`src/logic/lak_consts.vh`:
```
`ifndef LAK_CONSTS_VH
`define LAK_CONSTS_VH
// ****************************************
// Register map (APB byte addresses)
// ****************************************
`define LAK_ADDR_CTRL 12'h000
`define LAK_ADDR_AUTO 12'h004
`define LAK_ADDR_LEDST 12'h008
`define LAK_ADDR_OUTST 12'h00c
`define LAK_ADDR_MISCST 12'h010
`define LAK_ADDR_SWACK 12'h014
// ****************************************
// Field positions, sizes and reset values
// ****************************************
`define LAK_CTRL_PERMIT 0
`define LAK_SWACK_LED 0
`define LAK_SWACK_OUT 1
`define LAK_SWACK_SCADA 2
`define LAK_NUM_LED 14
`define LAK_NUM_OUT 16
`define LAK_NUM_SCADA 8
`define LAK_NUM_TRIP 4
`define LAK_GROUP_LEDS 7
`define LAK_CTRL_RESET 32'h00000001
`define LAK_AUTO_RESET 32'h00000000
// ****************************************
// Timing
// ****************************************
`define LAK_CLK_MHZ 10
`define LAK_OFFDELAY_US 1000
`define LAK_OFFDELAY_CYC (`LAK_OFFDELAY_US * `LAK_CLK_MHZ)
`endif

```
`src/logic/lak_latch_acknowledge.v`:
```
// Register access over APB and the address map are this design's own decisions.
`timescale 1ns/10ps
`include "lak_consts.vh"
module lak_latch_acknowledge #(
  parameter OFF_DELAY = `LAK_OFFDELAY_CYC
) (
  input wire core_clk, // System clock
  input wire rst, // Synchronous reset, active high
  input wire psel, // APB select
  input wire penable, // APB enable
  input wire pwrite, // APB direction
  input wire [11:0] paddr, // APB byte address
  input wire [31:0] pwdata, // APB write data
  output wire [31:0] prdata, // APB read data
  output wire pready, // APB ready
  output wire pslverr, // APB error on unmapped address
  input wire [13:0] ledSet, // LED setting signals (pins)
  input wire [15:0] outSet, // Output setting signals
  input wire [7:0] scadaSet, // SCADA setting signals
  input wire [3:0] tripSet, // Trip command setting signals
  input wire [13:0] ledClearSource, // Per-LED clear sources
  input wire [15:0] outClearSource, // Per-output clear sources
  input wire [3:0] tripLatchClearSource, // Per-switchgear trip clear
  input wire allLedClearSource, // Collective LED clear
  input wire allOutputClearSource, // Collective output clear
  input wire allScadaClearSource, // Collective SCADA clear
  input wire scadaLinkAck, // Acknowledge request from SCADA link
  input wire protAlarm, // Any protection alarm or general alarm
  output reg [13:0] ledLatched, // LED latch states
  output reg [15:0] outLatched, // Output relay latch states
  output reg [7:0] scadaLatched, // SCADA latch states
  output reg [3:0] tripLatched // Trip command latch states
);
  // ****************************************
  // Input synchronisers
  // ****************************************
  // Every set and clear pin is asynchronous to core_clk, so all of them pass two stages
  localparam SW = 14 + 16 + 8 + 4 + 14 + 16 + 4 + 5;
  // Level inputs that set latches, most significant group first
  wire [41:0] rawSet = {ledSet, outSet, scadaSet, tripSet};
  // Clear sources, alarm in the lowest bit
  wire [38:0] rawClr = {ledClearSource, outClearSource, tripLatchClearSource,
    allLedClearSource, allOutputClearSource, allScadaClearSource, scadaLinkAck,
    protAlarm};
  wire [SW-1:0] rawIn = {rawSet, rawClr};
  reg [SW-1:0] sync1_reg;
  reg [SW-1:0] sync2_reg;
  reg [SW-1:0] prev_reg;
  always @(posedge core_clk) begin
    if (rst) begin
      sync1_reg <= {SW{1'b0}};
      sync2_reg <= {SW{1'b0}};
      // Zero matches the idle level of the pins, so no false edge follows reset
      prev_reg <= {SW{1'b0}};
    end else begin
      sync1_reg <= rawIn;
      sync2_reg <= sync1_reg;
      prev_reg <= sync2_reg;
    end
  end
  // Sources act on their rising edge, so a held source clears only once
  wire [SW-1:0] rise = sync2_reg & ~prev_reg;
  wire [13:0] sLed = sync2_reg[SW-1 -: 14];
  wire [15:0] sOut = sync2_reg[SW-15 -: 16];
  wire [7:0] sScada = sync2_reg[SW-31 -: 8];
  wire [3:0] sTrip = sync2_reg[SW-39 -: 4];
  wire [13:0] eLedClr = rise[SW-43 -: 14];
  wire [15:0] eOutClr = rise[SW-57 -: 16];
  wire [3:0] eTripClr = rise[SW-73 -: 4];
  wire eAllLed = rise[4];
  wire eAllOut = rise[3];
  wire eAllScada = rise[2];
  wire eLinkAck = rise[1];
  wire eAlarm = rise[0];
  // ****************************************
  // Functions
  // ****************************************
  // Set input beats any clear, so a clear never hides a live indication
  function [15:0] latchNext;
    input [15:0] cur;
    input [15:0] setIn;
    input [15:0] req;
    begin
      latchNext = setIn | (cur & ~(req & ~setIn));
    end
  endfunction
  // Register write decode, used by every writable register
  function regHit;
    input wr;
    input [11:0] addr;
    input [11:0] target;
    begin
      regHit = wr & (addr == target);
    end
  endfunction
  // ****************************************
  // Registers
  // ****************************************
  reg permit_reg;
  reg [13:0] autoAck_reg;
  reg [2:0] swAck_reg;
  wire wrEn = psel & penable & pwrite;
  // Zero wait states: every register answers in its access cycle
  assign pready = 1'b1;
  // Unmapped reads return zero as well as the error flag
  assign pslverr = psel & penable & (paddr > `LAK_ADDR_SWACK);
  reg [31:0] rdMux;
  always @* begin
    case (paddr)
      `LAK_ADDR_CTRL: rdMux = {31'h0, permit_reg};
      `LAK_ADDR_AUTO: rdMux = {18'h0, autoAck_reg};
      `LAK_ADDR_LEDST: rdMux = {18'h0, ledLatched};
      `LAK_ADDR_OUTST: rdMux = {16'h0, outLatched};
      `LAK_ADDR_MISCST: rdMux = {20'h0, tripLatched, scadaLatched};
      default: rdMux = 32'h0;
    endcase
  end
  // Read data is registered in the setup cycle and stands through access
  reg [31:0] prdata_reg;
  assign prdata = prdata_reg;
  always @(posedge core_clk) begin
    if (rst) begin
      permit_reg <= 1'b1;
      autoAck_reg <= 14'h0;
      swAck_reg <= 3'h0;
      prdata_reg <= 32'h0;
    end else begin
      prdata_reg <= (psel & ~pwrite) ? rdMux : 32'h0;
      // Software acknowledges are one-cycle pulses and read back as zero
      swAck_reg <= 3'h0;
      if (regHit(wrEn, paddr, `LAK_ADDR_CTRL))
        permit_reg <= pwdata[`LAK_CTRL_PERMIT];
      if (regHit(wrEn, paddr, `LAK_ADDR_AUTO))
        autoAck_reg <= pwdata[13:0];
      if (regHit(wrEn, paddr, `LAK_ADDR_SWACK))
        swAck_reg <= pwdata[2:0];
    end
  end
  // ****************************************
  // Acknowledge requests
  // ****************************************
  // permit gates external and software requests, but not the alarm auto-acknowledge
  wire [13:0] extLedReq = permit_reg ? (eLedClr | {14{eAllLed}}) : 14'h0;
  wire linkAck = permit_reg & (eLinkAck | swAck_reg[`LAK_SWACK_SCADA]);
  wire ledAllReq = permit_reg & swAck_reg[`LAK_SWACK_LED];
  wire [13:0] alarmReq = eAlarm ? autoAck_reg : 14'h0;
  wire [13:0] ledReq = extLedReq | {14{ledAllReq}} | alarmReq;
  wire outAllReq = eAllOut | swAck_reg[`LAK_SWACK_OUT];
  wire [15:0] outReq = permit_reg ? (eOutClr | {16{outAllReq}}) : 16'h0;
  wire [7:0] scadaReq = (permit_reg & eAllScada) | linkAck ? 8'hff : 8'h0;
  wire [3:0] tripReq = permit_reg ? eTripClr : 4'h0;
  // ****************************************
  // Latches
  // ****************************************
  // Pending output acknowledges wait for the off-delay before release
  reg [15:0] outPend_reg;
  reg [15:0] offDone;
  reg [31:0] offCnt_reg [0:15];
  integer i;
  integer j;
  // Counters saturate at the delay, so a long idle output never wraps
  always @* begin
    for (j = 0; j < 16; j = j + 1) begin
      offDone[j] = (offCnt_reg[j] >= OFF_DELAY);
    end
  end
  // LED, SCADA and trip latches share one next-state rule
  wire [15:0] ledNext = latchNext({2'h0, ledLatched}, {2'h0, sLed}, {2'h0, ledReq});
  wire [15:0] scadaNext = latchNext({8'h0, scadaLatched}, {8'h0, sScada}, {8'h0, scadaReq});
  wire [15:0] tripNext = latchNext({12'h0, tripLatched}, {12'h0, sTrip}, {12'h0, tripReq});
  // Pending output acknowledges are released only once the off-delay has run
  wire [15:0] outRelease = outPend_reg & offDone & ~sOut;
  always @(posedge core_clk) begin
    if (rst) begin
      ledLatched <= 14'h0;
      outLatched <= 16'h0;
      scadaLatched <= 8'h0;
      tripLatched <= 4'h0;
      outPend_reg <= 16'h0;
      for (i = 0; i < 16; i = i + 1)
        offCnt_reg[i] <= 32'h0;
    end else begin
      // single LED clear; source inactive; set wins
      ledLatched <= ledNext[13:0];
      scadaLatched <= scadaNext[7:0];
      tripLatched <= tripNext[3:0];
      for (i = 0; i < 16; i = i + 1) begin
        if (sOut[i])
          offCnt_reg[i] <= 32'h0;
        else if (!offDone[i])
          offCnt_reg[i] <= offCnt_reg[i] + 32'h1;
      end
      outPend_reg <= (outPend_reg | (outReq & outLatched)) & ~sOut & ~outRelease;
      outLatched <= sOut | (outLatched & ~outRelease);
    end
  end
endmodule

```
`config.mk`:
```
export PLATFORM = sky130hd
export DESIGN_NAME = lak_latch_acknowledge
export DESIGN_NICKNAME = d
export VERILOG_FILES = /design/src/logic/lak_latch_acknowledge.v
export VERILOG_INCLUDE_DIRS = /design/src /design/src/logic
export SDC_FILE = /design/constraint.sdc
export NUM_CORES = 1
export LEC_CHECK = 0
export ABC_AREA = 1
export BUFFER_PORTS_ARGS = -buffer_cell sky130_fd_sc_hd__buf_2
export CAP_MARGIN = 15
export CORE_ASPECT_RATIO = 1.5
export CORE_MARGIN = 1
export CORE_UTILIZATION = 30
export CTS_CLUSTER_DIAMETER = 150
export DETAILED_ROUTE_END_ITERATION = 16
export SYNTH_ARGS = -nofsm -noshare
export SYNTH_HDL_FRONTEND = slang
export SYNTH_SLANG_ARGS = --single-unit
```
`constraint.sdc`:
```
create_clock -name core_clk -period 5.75 [get_ports core_clk]
set_clock_uncertainty 0.05 [all_clocks]
set_input_delay 1.15 -clock core_clk [delete_from_list [all_inputs] [get_ports core_clk]]
set_output_delay 1.15 -clock core_clk [all_outputs]
set_load 0.01 [all_outputs]
```
==> flow_summary_export.csv, run 1 <==
group,metric,value,unit
pwr,vdd_drop_max,0.2164,mV
cts,ctsResizeCount,0,
cts,cts_root_buffer,"clkbuf_16",
layout,fin_area,0.03876,mm2
global_routing,gr-total-overflow,0,
pwr,power_leakage,15.66,nW
logic_synthesis,syn_avg_cell_area,10.10,um2
floorplanning,coreArea,0.1070,mm2
setup_path,crit_type,"primary input to output pin",
logic_synthesis,synth_area,0.03236,mm2
layout,fin_nets,3863,
route,route.vias.total,21030,
logic_synthesis,synth_cell_types,38,
layout,syn_to_final_growth,19.79,%
cts,htreeDepth,3,
timing,max_slew_margin,30.14,%
timing,setup_violations,0,
logic_synthesis,synth_common_cells,"nor2_1, edfxtp_1, inv_1",
global_routing,grt_pass1_wl,104.5,mm
floorplanning,io_pins,206,
floorplanning,initial_core_util,30.23,%
floorplanning,die-area,0.1092,mm2
placed_design,place_congestion,0.7909,
route,first_pass_iters,5,
cts,cts_buffer_depth,3,
flow_run,max-cap-violations,0,
setup_path,slowest_stage,"nor2_2",
setup_path,worstPathArrival,2440,ps
global_routing,grt_antenna_before_repair,7,
setup_path,worst_ep_required_time,4550,ps
floorplanning,chipHeight,404.2,um
cts,clkTransAtPathRegs,60,ps
logic_synthesis,synth-edff-count,512,
global_routing,grtUsageTotal,12.05,%
setup_path,rrSetupSlack,3210,ps
layout,antennaDiodeCount,0,
run_status,status,"finished clean",
route,ant_nets,0,
worst_hold_path,hp-class,"register to register",
placed_design,postPlaceCellArea,0.03583,mm2
setup_path,worstSetupEndpointType,"output pin",
cts,cts_buffers,83,
logic_synthesis,synth_top_cell_area_share,47.52,%
setup_path,worst_setup_path_start_kind,"primary input",
placed_design,portBuffers,170,
setup_path,crit_buf_inv,2,
cts,postCtsSetupBuffers,0,
route,routed_wl,65.25,mm
timing,max_freq,0.2750,GHz
logic_synthesis,ys.flop_type,"edfxtp_1",
timing,tns,0,ps
global_routing,grt_max_degree,102,
timing,grt_setup_unrepaired,"false",
route,via_per_inst,4.056,
route,avgRoutedWirePerCell,12.58,um
timing,tightest_slew,1048,ps
global_routing,grt_pass1_vias,20550,
logic_synthesis,yosysTopAreaCell,"edfxtp_1",
setup_path,max_stage_delay,380,ps
logic_synthesis,synth_area_leaders,"edfxtp_1, dfxtp_1, nor2_1, inv_1, nand2_1",
logic_synthesis,synthArstFlopShare,0,%
logic_synthesis,ys_ff_latch,805,
placed_design,placedCellCount,5031,
layout,final_layout_size_suffix_gt1_share,10.26,%
timing,finalHoldViolations,0,
timing,fin_crit_sh,63.25,%
logic_synthesis,yosys_warnings,0,
placed_design,hpwl,45.54,mm
route,first_iter_violations,1133,
pwr,totalPowerFinal,12.78,mW
floorplanning,fp.dieW,270.2,um
placed_design,pre_cts_ws,2029,ps
logic_synthesis,ys_seq_area_share,65.64,%
layout,fin_cells,5186,
logic_synthesis,synth_cells,3204,
cts,clkLatencyLatePin,640,ps
timing,slew_viol_final,0,
logic_synthesis,yosysMostFrequentCell,"nor2_1",
timing,period_needed,3637,ps
setup_path,cp_top_family,"simple AND/OR/NAND/NOR gates",
cts,cts.sinks,805,
layout,largest_register_ffs,512,
setup_path,crit_chain,"buf_2 -> nor2_2 -> nand3_1 -> nor3_1 -> nor3_1 -> buf_2",
cts,cts_tree,"done",
timing,layout_setup_ws,2113,ps
pwr,p_per_area,329.7,mW/mm2
floorplanning,num_rows,147,
cts,holdBufCountCts,0,
route,drc,0,
setup_path,critPathMaxFanout,3,
-- cell usage in the layout (no fill, tap or decap), types with 4 or more instances in the layout --
cell type	instances
clkinv_2	10
nand2_1	399
nand4_1	56
nor2_2	13
nand3_1	157
dfxtp_1	292
o21ai_0	72
a21oi_1	98
buf_2	169
or2_2	8
buf_4	21
inv_2	10
nand3b_1	7
clkinvlp_4	6
inv_1	427
edfxtp_1	512
bufinv_16	10
nor2_1	788
nor3_2	4
nor3_1	46
o21ai_1	15
xor2_1	114
ha_1	32
clkbuf_8	15
or2_0	6
conb_1	305
clkbuf_16	86
nor2_4	4
clkbuf_1	14
xnor2_1	37
-- cell families (layout without fill, tap and decap cells) --
group,Yosys count,in the layout,synth area share [%]
DFF,805,805,65.64
buffers and inverters,519,783,6.558
and+or+nand+nor,1499,1499,19.31
adders and majority gates,32,32,1.237
other,2,305,0.02321
AOI/OAI and AO/OA,196,196,3.136
xor gates and xnor gates,151,151,4.087
-- path summary, 6_finish.rpt --
| check | start | cells past startpoint | end |
|---|---|---|---|
| max | paddr[6] | 6 | pslverr |
| min | sync1_reg[74] | 2 | sync2_reg[74] |
| max reg2reg | offCnt_reg[1][36] | 8 | offCnt_reg[1][56] |
| min reg2reg | sync1_reg[74] | 2 | sync2_reg[74] |
-- worst min-delay path: cells and delay by family (launching register included) --
| kind | cells | cell delay, ps |
|---|---|---|
| AND/OR/NAND/NOR | 1 | 30 |
| flip-flops | 1 | 290 |
| buffers and inverters | 1 | 40 |
-- routing by layer --
layer | vias to the layer above | wire length [um] | global-route usage (%)
met3 | 126 | 2961 | 2.332
met1 | 9595 | 28410 | 14.49
met5 | - | 46 | 0
li1 | 10970 | - | -
met2 | 336 | 31990 | 21.08
met4 | 8 | 1849 | 4.715
-- final cells by class --
| cell class | instances | area (um2) |
|---|---|---|
| Clock inverter | 39 | 513.0 |
| Sequential cell | 805 | 21240 |
| Multi-Input combinational cell | 2183 | 10150 |
| Inverter | 436 | 1637 |
| Timing Repair Buffer | 192 | 1030 |
| Clock buffer | 116 | 2419 |
| Fill cell | 10730 | 68280 |
| Tap cell | 1415 | 1770 |
-- power breakdown --
| group | leakage (nW) | switching, mW | total, mW | internal (mW) |
|---|---|---|---|---|
| Combinational | 6.63 | 0.356 | 0.522 | 0.166 |
| Clock | 1.42 | 2.25 | 5.66 | 3.41 |
| Sequential | 7.60 | 0.148 | 6.60 | 6.45 |
| Total | 15.7 | 2.76 | 12.8 | 10.0 |
-- stage by stage --
stage          util, %  hold slack, ps
2_1_floorplan        -           338.3
3_3_place_gp     33.46           342.2
3_5_place_dp     33.47           342.2
4_1_cts          36.21           347.8
5_1_grt          36.21           359.8
6_report         36.21           346.0
No activity file was read; power rests on OpenSTA's default activity.
==> inputs of run 2 (changes only) <==
- clock period: 5.75 -> 3.7 ns (I/O delays scaled with it)
==> run 2 against run 1 <==
Effect of this change: combinational power up 56%; via count up 0.53%; largest cell class unchanged; routed wire length grew 1.3%; die area unchanged; clock power rose by 49%.
==> flow_summary_export.csv, run 2 (synthesis results as in run 1) <==
group,metric,value,unit
timing,setup_violations,0,
floorplanning,chipHeight,404.2,um
layout,fin_nets,3866,
route,drc,0,
global_routing,gr-total-overflow,0,
floorplanning,initial_core_util,30.23,%
cts,ctsResizeCount,0,
route,avgRoutedWirePerCell,12.73,um
setup_path,worstPathArrival,2070,ps
setup_path,worstSetupEndpointType,"output pin",
floorplanning,fp.dieW,270.2,um
flow_run,max-cap-violations,0,
timing,fin_crit_sh,77.17,%
timing,max_slew_margin,21.85,%
route,route.vias.total,21140,
cts,postCtsSetupBuffers,0,
worst_hold_path,min-delay-start,"ledSet[2]",
cts,cts.sinks,805,
layout,fin_util,36.12,%
placed_design,hpwl,46.70,mm
cts,cts_buffer_depth,3,
layout,final_layout_size_suffix_gt1_share,10.15,%
timing,slew_viol_final,0,
run_status,status,"finished clean",
layout,final_common_cell,"nor2_1",
cts,cts_tree,"done",
route,routed_wl,66.09,mm
placed_design,place_congestion,0.8014,
timing,fin_hold_ws,241.9,ps
global_routing,grt_antenna_before_repair,7,
layout,largest_register_ffs,512,
timing,layout_setup_ws,844.7,ps
floorplanning,coreArea,0.1070,mm2
global_routing,grtUsageTotal,12.13,%
timing,tightest_slew,1168,ps
pwr,p_per_area,505.2,mW/mm2
cts,clkTransAtPathRegs,60,ps
cts,holdBufCountCts,0,
setup_path,crit_start,"paddr[6]",
setup_path,crit_type,"primary input to output pin",
floorplanning,num_rows,147,
route,via_per_inst,4.074,
pwr,vdd_drop_max,0.4719,mV
setup_path,critPathMaxFanout,3,
floorplanning,io_pins,206,
floorplanning,die-area,0.1092,mm2
placed_design,pre_cts_ws,788.1,ps
layout,layout_common_cells,"nor2_1, edfxtp_1, inv_1",
timing,period_needed,2855,ps
route,first_iter_violations,990,
setup_path,worst_ep_required_time,2910,ps
route,first_pass_iters,5,
cts,cts_buffers,83,
cts,cts_root_buffer,"clkbuf_16",
placed_design,portBuffers,170,
route,ant_nets,0,
layout,syn_to_final_growth,19.50,%
layout,antennaDiodeCount,0,
pwr,power_leakage,15.62,nW
timing,finalHoldViolations,0,
setup_path,r2r-start,"offCnt_reg[1][36]",
timing,tns,0,ps
timing,grt_setup_unrepaired,"false",
setup_path,worst_setup_path_start_kind,"primary input",
global_routing,grt_pass1_wl,105.3,mm
global_routing,grt_pass1_vias,20720,
timing,max_freq,0.3502,GHz
cts,clkLatencyLatePin,650,ps
pwr,totalPowerFinal,19.54,mW
worst_hold_path,hp-class,"primary input to register",
global_routing,grt_max_degree,98,
cts,htreeDepth,3,
run 2: changes by cell type in the layout (fill, tap and decap cells not counted), moves of 3 or more:
| cell | change |
|---|---|
| clkbuf_1 | +3 |
| clkbuf_8 | -4 |
| inv_4 | +3 |
| clkinv_1 | +6 |
| bufinv_16 | -5 |
run 2: through the flow:
step / std cells / instance area (um2)
after global placement: 5034 / 35870
after CTS: 5190 / 38670
after floorplan: 3507 / 33490
after detailed placement: 5034 / 35870
final: 5190 / 38670
after global routing: 5190 / 38670
run 2: final timing paths:
check | to | slack, ps | cells past startpoint
min reg2reg | sync2_reg[24] | 350 | 2
min | sync1_reg[69] | 240 | 3
max | pslverr | 840 | 6
max reg2reg | offCnt_reg[1][33] | 1360 | 8
run 2: layout make-up:
type                    count  area [um2]
fillers                 10800       68380
repair buffers            195        1074
well taps                1415        1770
inverters                 436        1637
flip-flops and latches    805       21240
clock buffers             115        2372
multi-input cells        2183       10150
clock inverters            41       426.7
run 2: critical path, stage by stage:
cell     delay (ps)
buf_2           100
nor2_2          380
nand3_1         230
nor3_1          310
nor3_1          130
buf_2           160
run 2: per-layer routing:
| metal | vias to the layer above | global-route usage, % | part of all wire, % |
|---|---|---|---|
| met4 | 8 | 4.336 | 2.5 |
| met3 | 103 | 2.421 | 4.5 |
| met2 | 321 | 21.44 | 50 |
| met1 | 9758 | 14.53 | 43 |
| li1 | 10950 | - | - |
| met5 | - | 0 | 0.076 |
run 2: power breakdown:
group | switching (mW) | internal, mW
clock | 3.57 | 4.89
sequential | 0.237 | 10.0
combinational | 0.553 | 0.263
